`config.mk`:
```
export PLATFORM = sky130hd
export DESIGN_NAME = iac_abort_status
export DESIGN_NICKNAME = d
export VERILOG_FILES = /design/src/hw/iac_pkg.sv /design/src/hw/iac_abort_status.sv /design/src/hw/iac_line_sync.sv
export SDC_FILE = /design/constraint.sdc
export NUM_CORES = 1
export LEC_CHECK = 0
export ABC_CLOCK_PERIOD_IN_PS = 3550
export BUFFER_PORTS_ARGS = -buffer_cell sky130_fd_sc_hd__buf_2
export CORE_ASPECT_RATIO = 1.4
export CORE_UTILIZATION = 45
export CTS_CLUSTER_DIAMETER = 200
export CTS_CLUSTER_SIZE = 20
export DETAILED_ROUTE_END_ITERATION = 16
export HOLD_SLACK_MARGIN = 0.1
export PLACE_DENSITY = 0.82
export SKIP_CTS_REPAIR_TIMING = 1
export SYNTH_ARGS = -nofsm -noshare
export SYNTH_HDL_FRONTEND = slang
export SYNTH_SLANG_ARGS = --single-unit
```
`constraint.sdc`:
```
create_clock -name clock -period 3.55 [get_ports clock]
set_input_delay 0.71 -clock clock [delete_from_list [all_inputs] [get_ports clock]]
set_output_delay 0.71 -clock clock [all_outputs]
set_load 0.05 [all_outputs]
```
`src/hw/iac_pkg.sv`:
```
// constants, types and register map of the abort cause and fifo level block
package iac_pkg;

  // ******************************************************************
  // register map
  // ******************************************************************
  localparam logic [31:0] RX_FIFO_FILL_COUNT_OFS = 32'h5000_1378;
  localparam logic [31:0] SDA_HOLD_TIME_OFS      = 32'h5000_137C;
  localparam logic [31:0] TX_ABORT_CAUSE_OFS     = 32'h5000_1380;
  localparam logic [31:0] TX_ABORT_CLEAR_OFS     = 32'h5000_13C0;
  localparam logic [31:0] UNMAPPED_RDATA         = 32'h0000_0000;

  localparam logic [15:0] SDA_HOLD_RST    = 16'h0001;
  localparam logic [15:0] ABORT_CAUSE_RST = 16'h0000;
  localparam logic [5:0]  RX_COUNT_RST    = 6'h00;
  localparam int unsigned RX_COUNT_W      = 6;

  // ******************************************************************
  // abort cause bit positions
  // ******************************************************************
  localparam int unsigned SLAVE_READ_CMD_CONFLICT    = 15;
  localparam int unsigned SLAVE_TX_BUS_LOST          = 14;
  localparam int unsigned SLAVE_STALE_TX_FLUSH       = 13;
  localparam int unsigned ARBITRATION_LOST           = 12;
  localparam int unsigned MASTER_DISABLED_ATTEMPT    = 11;
  localparam int unsigned TENBIT_READ_NO_RESTART     = 10;
  localparam int unsigned STARTBYTE_NO_RESTART       = 9;
  localparam int unsigned HIGHSPEED_NO_RESTART       = 8;
  localparam int unsigned STARTBYTE_ACKED            = 7;
  localparam int unsigned HIGHSPEED_CODE_ACKED       = 6;
  localparam int unsigned GCALL_FOLLOWED_BY_READ     = 5;
  localparam int unsigned GCALL_UNACKED              = 4;
  localparam int unsigned TX_DATA_UNACKED            = 3;
  localparam int unsigned TENBIT_ADDR_SECOND_UNACKED = 2;
  localparam int unsigned TENBIT_ADDR_FIRST_UNACKED  = 1;
  localparam int unsigned SEVENBIT_ADDR_UNACKED      = 0;

  // ******************************************************************
  // types
  // ******************************************************************
  typedef enum logic [2:0] {
    IAC_PH_ADDR7   = 3'h0,
    IAC_PH_ADDR10A = 3'h1,
    IAC_PH_ADDR10B = 3'h2,
    IAC_PH_GCALL   = 3'h3,
    IAC_PH_SBYTE   = 3'h4,
    IAC_PH_HSCODE  = 3'h5,
    IAC_PH_DATA    = 3'h6
  } iac_phase_t;

  typedef struct packed {
    logic [31:0] addr;
    logic [31:0] wdata;
    logic        wr;
    logic        rd;
  } iac_bus_req_t;

  typedef struct packed {
    logic repeated_start_allow;
    logic master_enable;
    logic command_select_a;
    logic gcall_or_startbyte_select;
    logic tenbit_addr;
    logic highspeed;
  } iac_ctrl_t;

  typedef struct packed {
    logic       master_start;
    logic       master_req_pending;
    logic       first_cmd_read;
    logic       cmd_write;
    logic       cmd_read_bit;
    logic       slave_read_req;
    logic       slave_read_cmd_rx;
    logic       tx_fifo_nonempty;
    logic       master_tx;
    logic       slave_tx;
    logic       intended_sda;
    logic       ack_strobe;
    iac_phase_t ack_phase;
    logic       acked;
    logic       next_cmd_bit9;
  } iac_evt_t;

endpackage

```
`src/hw/iac_abort_status.sv`:
```
// abort cause recorder, receive level and SDA hold register
//
// Our own choice: the address-and-strobe port.
`timescale 1ns/1ps
module iac_abort_status (
  input  wire logic                   clock,
  input  wire logic                   nrst,
  input  wire iac_pkg::iac_bus_req_t  bus_req,
  output logic [31:0]                 rd_data,
  input  wire iac_pkg::iac_ctrl_t     ctrl,
  input  wire iac_pkg::iac_evt_t      evt,
  input  wire logic [5:0]             rx_fifo_count,
  input  wire logic                   scl_in,
  input  wire logic                   sda_in,
  output logic [15:0]                 sda_hold_cycles,
  output logic [15:0]                 tx_abort_cause,
  output logic                        tx_abort_event,
  output logic                        tx_fifo_flush
);

  // ******************************************************************
  // state
  // ******************************************************************
  typedef struct packed {
    logic [15:0] cause;
    logic [15:0] sda_hold;
    logic [5:0]  rx_count;
    logic [31:0] rdata;
    logic        abort;
    logic        flush;
  } iac_core_state_t;

  iac_core_state_t st_reg;
  iac_core_state_t st_next;

  logic        scl_rise;
  logic        sda_level;
  logic        line_mismatch;
  logic        master_lost;
  logic        slave_lost;
  logic        sbyte_cause;
  logic        clear_hit;
  logic [15:0] set_bits;
  logic [15:0] kept_bits;
  logic [15:0] clear_mask;

  // ******************************************************************
  // helpers
  // ******************************************************************
  function automatic logic hit(input logic [31:0] a, input logic [31:0] ofs);
    hit = (a == ofs);
  endfunction

  function automatic logic [15:0] bit_at(input int unsigned pos, input logic v);
    logic [15:0] m;
    m      = 16'h0000;
    m[pos] = v;
    bit_at = m;
  endfunction

  function automatic logic unacked(input iac_pkg::iac_evt_t e,
                                   input iac_pkg::iac_phase_t ph);
    unacked = e.ack_strobe & ~e.acked & (e.ack_phase == ph);
  endfunction

  function automatic logic acked_in(input iac_pkg::iac_evt_t e,
                                    input iac_pkg::iac_phase_t ph);
    acked_in = e.ack_strobe & e.acked & (e.ack_phase == ph);
  endfunction

  // ******************************************************************
  // bus line sampling
  // ******************************************************************
  iac_line_sync u_line_sync (
    .clock     (clock),
    .nrst      (nrst),
    .scl_in    (scl_in),
    .sda_in    (sda_in),
    .scl_rise  (scl_rise),
    .sda_level (sda_level)
  );

  // a released high that reads back low means someone else drives
  assign line_mismatch = scl_rise & (sda_level != evt.intended_sda);

  // master and slave roles are checked side by side
  assign master_lost = line_mismatch & evt.master_tx;
  assign slave_lost  = line_mismatch & evt.slave_tx;

  // START byte misuse is a level: it stays while the command waits
  assign sbyte_cause = evt.master_req_pending & ~ctrl.repeated_start_allow
                     & ctrl.command_select_a & ctrl.gcall_or_startbyte_select;

  assign clear_hit = bus_req.wr & hit(bus_req.addr, iac_pkg::TX_ABORT_CLEAR_OFS);

  // ******************************************************************
  // cause detection
  // ******************************************************************
  always_comb begin
    set_bits = 16'h0000;

    // slave side
    set_bits |= bit_at(iac_pkg::SLAVE_READ_CMD_CONFLICT,
                       evt.slave_read_req & evt.cmd_write
                       & evt.cmd_read_bit);
    set_bits |= bit_at(iac_pkg::SLAVE_TX_BUS_LOST, slave_lost);
    set_bits |= bit_at(iac_pkg::ARBITRATION_LOST, slave_lost);
    set_bits |= bit_at(iac_pkg::SLAVE_STALE_TX_FLUSH,
                       evt.slave_read_cmd_rx & evt.tx_fifo_nonempty);

    // master arbitration
    set_bits |= bit_at(iac_pkg::ARBITRATION_LOST, master_lost);

    // master start checks
    set_bits |= bit_at(iac_pkg::MASTER_DISABLED_ATTEMPT,
                       evt.master_start & ~ctrl.master_enable);
    set_bits |= bit_at(iac_pkg::TENBIT_READ_NO_RESTART,
                       evt.master_start & ctrl.master_enable
                       & ~ctrl.repeated_start_allow & ctrl.tenbit_addr
                       & evt.first_cmd_read);
    set_bits |= bit_at(iac_pkg::STARTBYTE_NO_RESTART, sbyte_cause);
    set_bits |= bit_at(iac_pkg::HIGHSPEED_NO_RESTART,
                       evt.master_start & ctrl.master_enable
                       & ~ctrl.repeated_start_allow & ctrl.highspeed);

    // acknowledge phase results
    set_bits |= bit_at(iac_pkg::STARTBYTE_ACKED,
                       acked_in(evt, iac_pkg::IAC_PH_SBYTE));
    set_bits |= bit_at(iac_pkg::HIGHSPEED_CODE_ACKED,
                       acked_in(evt, iac_pkg::IAC_PH_HSCODE));
    set_bits |= bit_at(iac_pkg::GCALL_FOLLOWED_BY_READ,
                       acked_in(evt, iac_pkg::IAC_PH_GCALL)
                       & evt.next_cmd_bit9);
    set_bits |= bit_at(iac_pkg::GCALL_UNACKED,
                       unacked(evt, iac_pkg::IAC_PH_GCALL));
    set_bits |= bit_at(iac_pkg::TX_DATA_UNACKED,
                       unacked(evt, iac_pkg::IAC_PH_DATA));
    set_bits |= bit_at(iac_pkg::TENBIT_ADDR_SECOND_UNACKED,
                       unacked(evt, iac_pkg::IAC_PH_ADDR10B));
    set_bits |= bit_at(iac_pkg::TENBIT_ADDR_FIRST_UNACKED,
                       unacked(evt, iac_pkg::IAC_PH_ADDR10A));
    set_bits |= bit_at(iac_pkg::SEVENBIT_ADDR_UNACKED,
                       unacked(evt, iac_pkg::IAC_PH_ADDR7));
  end

  // ******************************************************************
  // clear and merge
  // ******************************************************************
  always_comb begin
    clear_mask = clear_hit ? 16'hFFFF : 16'h0000;
    kept_bits  = st_reg.cause & ~clear_mask;
  end

  // ******************************************************************
  // next state
  // ******************************************************************
  always_comb begin
    st_next          = st_reg;
    st_next.rx_count = rx_fifo_count;

    // set wins over clear, except bit 9 which drops for the clear cycle
    st_next.cause = kept_bits | set_bits;
    if (clear_hit) begin
      st_next.cause[iac_pkg::STARTBYTE_NO_RESTART] = 1'b0;
    end

    st_next.abort = |st_next.cause;
    st_next.flush = |(st_next.cause & ~st_reg.cause);

    if (bus_req.wr && hit(bus_req.addr, iac_pkg::SDA_HOLD_TIME_OFS)) begin
      st_next.sda_hold = bus_req.wdata[15:0];
    end

    // read data stand for the one cycle after the strobe only
    st_next.rdata = 32'h0000_0000;
    if (bus_req.rd) begin
      if (hit(bus_req.addr, iac_pkg::RX_FIFO_FILL_COUNT_OFS)) begin
        st_next.rdata = {26'h0000000, st_reg.rx_count};
      end else if (hit(bus_req.addr, iac_pkg::SDA_HOLD_TIME_OFS)) begin
        st_next.rdata = {16'h0000, st_reg.sda_hold};
      end else if (hit(bus_req.addr, iac_pkg::TX_ABORT_CAUSE_OFS)) begin
        st_next.rdata = {16'h0000, st_reg.cause};
      end else begin
        st_next.rdata = iac_pkg::UNMAPPED_RDATA;
      end
    end
  end

  // ******************************************************************
  // registers
  // ******************************************************************
  always_ff @(posedge clock or negedge nrst) begin
    if (!nrst) begin
      st_reg.cause    <= iac_pkg::ABORT_CAUSE_RST;
      st_reg.sda_hold <= iac_pkg::SDA_HOLD_RST;
      st_reg.rx_count <= iac_pkg::RX_COUNT_RST;
      st_reg.rdata    <= 32'h0000_0000;
      st_reg.abort    <= 1'b0;
      st_reg.flush    <= 1'b0;
    end else begin
      st_reg <= st_next;
    end
  end

  // ******************************************************************
  // outputs
  // ******************************************************************
  assign rd_data         = st_reg.rdata;
  assign sda_hold_cycles = st_reg.sda_hold;
  assign tx_abort_cause  = st_reg.cause;
  assign tx_abort_event  = st_reg.abort;
  assign tx_fifo_flush   = st_reg.flush;

endmodule // iac_abort_status

```
`src/hw/iac_line_sync.sv`:
```
// two-flop synchroniser for the bus lines and rising edge finder for SCL
`timescale 1ns/1ps
module iac_line_sync (
  input  wire logic clock,
  input  wire logic nrst,
  input  wire logic scl_in,
  input  wire logic sda_in,
  output logic      scl_rise,
  output logic      sda_level
);

  // ******************************************************************
  // state
  // ******************************************************************
  typedef struct packed {
    logic scl_meta;
    logic scl_sync;
    logic scl_prev;
    logic sda_meta;
    logic sda_sync;
  } iac_sync_state_t;

  iac_sync_state_t st_reg;
  iac_sync_state_t st_next;

  always_comb begin
    st_next          = st_reg;
    st_next.scl_meta = scl_in;
    st_next.scl_sync = st_reg.scl_meta;
    st_next.scl_prev = st_reg.scl_sync;
    st_next.sda_meta = sda_in;
    st_next.sda_sync = st_reg.sda_meta;
  end

  always_ff @(posedge clock or negedge nrst) begin
    if (!nrst) begin
      // lines idle high, so no false rise right after reset
      st_reg <= 5'h1F;
    end else begin
      st_reg <= st_next;
    end
  end

  // the second stages are looked at, plus scl_prev, a third SCL flop, for the rising edge
  assign scl_rise  = st_reg.scl_sync & ~st_reg.scl_prev;
  assign sda_level = st_reg.sda_sync;

endmodule // iac_line_sync

```
==> impl_metrics.csv <==
group,metric,value,unit
sta,finalHoldViolCount,0,
yosys,synth-edff-count,0,
critical_path,crit_family,"simple AND/OR/NAND/NOR gates",
yosys,ys_ff_latch,61,
die,core.rowCount,37,
yosys,syn_area_per_cell,10.4,um2
drt,drc,0,
placed_design,port_buffers,132,
grt,grt_pass1_wl,13000,um
yosys,ys_seq_area_share,44.3,%
sta,setup_viol,0,
critical_path,cp-start-kind,"input pin",
cts,root_buffer,"clkbuf_8",
critical_path,arrival,2720,ps
pwr,report.power.total,0.00162,W
pwr,p_per_area,408,nW/um2
cts,htreeDepth,3,
sta,drv_slew,0,
drt,wl_per_cell,15.6,um
yosys,synth_warnings,0,
yosys,synth_area_leaders,"dfrtp_1 (40%), buf_4 (14%), mux2_1 (5.2%)",
finish,fillers,682,
sta,tightest_slew,966,ps
sta,rsz0062_at_grt,"false",
drt,drt.antenna.violating_nets,0,
sta,layout_setup_ws,1040,ps
sta,max_slew_margin,35.6,%
critical_path,critPathMaxStageDelay,800,ps
yosys,yosysTopAreaCell,"dfrtp_1",
drt,vias,2760,
pwr,p_leak,1.97,nW
grt,grt-ovfl-total,0,
die,die-width,76.1,um
critical_path,critPathKind,"in -> reg",
yosys,syn_area,3460,um2
sta,post-route-period-util,70.7,%
die,core-area,7410,um2
finish,nets,515,
placed_design,place_ws,694,ps
placed_design,gp_congestion,0.937,
drt,wl,8080,um
drt,firstDrtPassIters,4,
critical_path,cp_slowest_cell,"or4_1",
critical_path,worstPathCellList,"buf_2, nor4_2, nand4_2, buf_4, or4_1, a221o_1",
sta,tns,0,ps
critical_path,worstSetupEndpointType,"register",
placed_design,post-dp-hpwl,6340,um
critical_path,critPathRequiredTime,3760,ps
cts,tritoncts,"done",
worst_hold_path,hold_path_class,"reg -> reg",
finish,diodes,0,
critical_path,path_max_fanout,21,
yosys,netlist_instances,333,
die,die_h,106,um
yosys,yosys-top-cells-count,"buf_4 (65), dfrtp_1 (55), nor4_1 (25)",
finish,area_growth,14.6,%
die,dieArea,8050,um2
grt,grt_max_degree,45,
cts,cts_buffers,9,
yosys,synth_top_area_share,39.8,%
cts,clk_pin_slew,70,ps
cts,clock_latency,340,ps
grt,antenna_found_initial,0,
yosys,synthFlopType,"dfrtp_1",
sta,min_period,2510,ps
cts,numClockSinks,61,
yosys,async_flop_share,100,%
cts,clock_path_buffers,2,
sta,fin_hold_ws,357,ps
finish,post-route-util,53.5,%
run,maxCapViolCount,0,
yosys,synth_most_common_cell,"buf_4",
drt,viasPerCell,5.33,
sta,skew,8.30,ps
sta,clock.fmax,398,MHz
die,initial_core_util,46.7,%
run_status,run_status,"finished clean",
grt,grt_pass1_vias,2739,
finish,drive_above_1_share,40.4,%
pwr,ir_worst_vdd,250,uV
drt,drtIter0Drc,86,
die,io_pins,165,
critical_path,crit_buf_inv,2,
yosys,synth_cell_types,50,
grt,track_usage,21.0,%
-- worst reg2reg max path: stages (launching register included) --
cell,delay [ps]
dfrtp_1,450
or4_1,530
nor2_1,130
nand4_1,130
a221o_1,330
-- metrics by stage --
stage	cells	cell area, um2
floorplan	348	3520
global placement	502	3780
detailed placement	502	3780
CTS	518	3970
global route	518	3970
finish	518	3970
-- cells in the final DEF, fill, tap and decap left out, drive strengths merged, types with 2 or more instances in the layout --
cell type / count
clkbuf: 15
nand4: 4
dfrtp: 55
a21oi: 2
buf: 138
nand3b: 2
a21o: 2
nand2b: 5
or4: 3
conb: 16
dfstp: 6
o2bb2ai: 4
a22o: 8
nand2: 19
nor4b: 3
o21a: 16
nor4: 27
mux2i: 7
inv: 9
o21ai: 4
mux2: 19
nor3: 17
nand4b: 3
nor2: 8
nand3: 14
-- final cells by class --
| class | instances | area, um2 | area share, % |
|---|---|---|---|
| Clock buffer | 15 | 176 | 4.45 |
| Clock inverter | 1 | 5.00 | 0.126 |
| Inverter | 9 | 33.8 | 0.852 |
| Multi-Input combinational cell | 197 | 1390 | 35.0 |
| Sequential cell | 61 | 1530 | 38.7 |
| Tap cell | 97 | 121 | 3.06 |
| Timing Repair Buffer | 138 | 706 | 17.8 |
-- logic make-up after synthesis --
logic type | Yosys count | synth area share [%]
and+or+nand+nor | 110 | 20.1
DFF | 61 | 44.3
other | 1 | 0.108
AOI/OAI and AO/OA | 44 | 9.91
muxes | 26 | 8.21
xor gates and xnor gates | 1 | 0.253
buffers and inverters | 90 | 17.1
-- path summary, 6_finish.rpt --
kind	startpoint	to	depth (start not counted)	slack [ps]
max in group asynchronous	nrst	rd_data[15]	2	2230
hold reg to reg	u_line_sync.st_next[3]	u_line_sync.st_next[2]	0	360
hold / removal	u_line_sync.st_next[3]	u_line_sync.st_next[2]	0	360
setup / recovery	bus_req[55]	tx_abort_event	6	1040
min in group asynchronous	nrst	st_reg[37]	1	530
setup reg to reg	tx_abort_cause[14]	tx_abort_event	4	1850
-- where the power goes --
| group | leakage (nW) | switching, W | internal, W |
|---|---|---|---|
| combinational | 1.14 | 0.000204 | 0.0000900 |
| clock | 0.0937 | 0.000253 | 0.000311 |
| sequential | 0.743 | 0.0000344 | 0.000726 |
-- routing by layer --
layer / share of wire (%) / global-route usage (%) / up-vias
met3: 6.7 / 5.19 / 17
met5: 0 / 0 / -
met4: 2.1 / 11.7 / 0
met1: 36 / 21.7 / 1310
met2: 55 / 38.6 / 141
li1: - / - / 1292
Power figures use the tool's default switching activity.
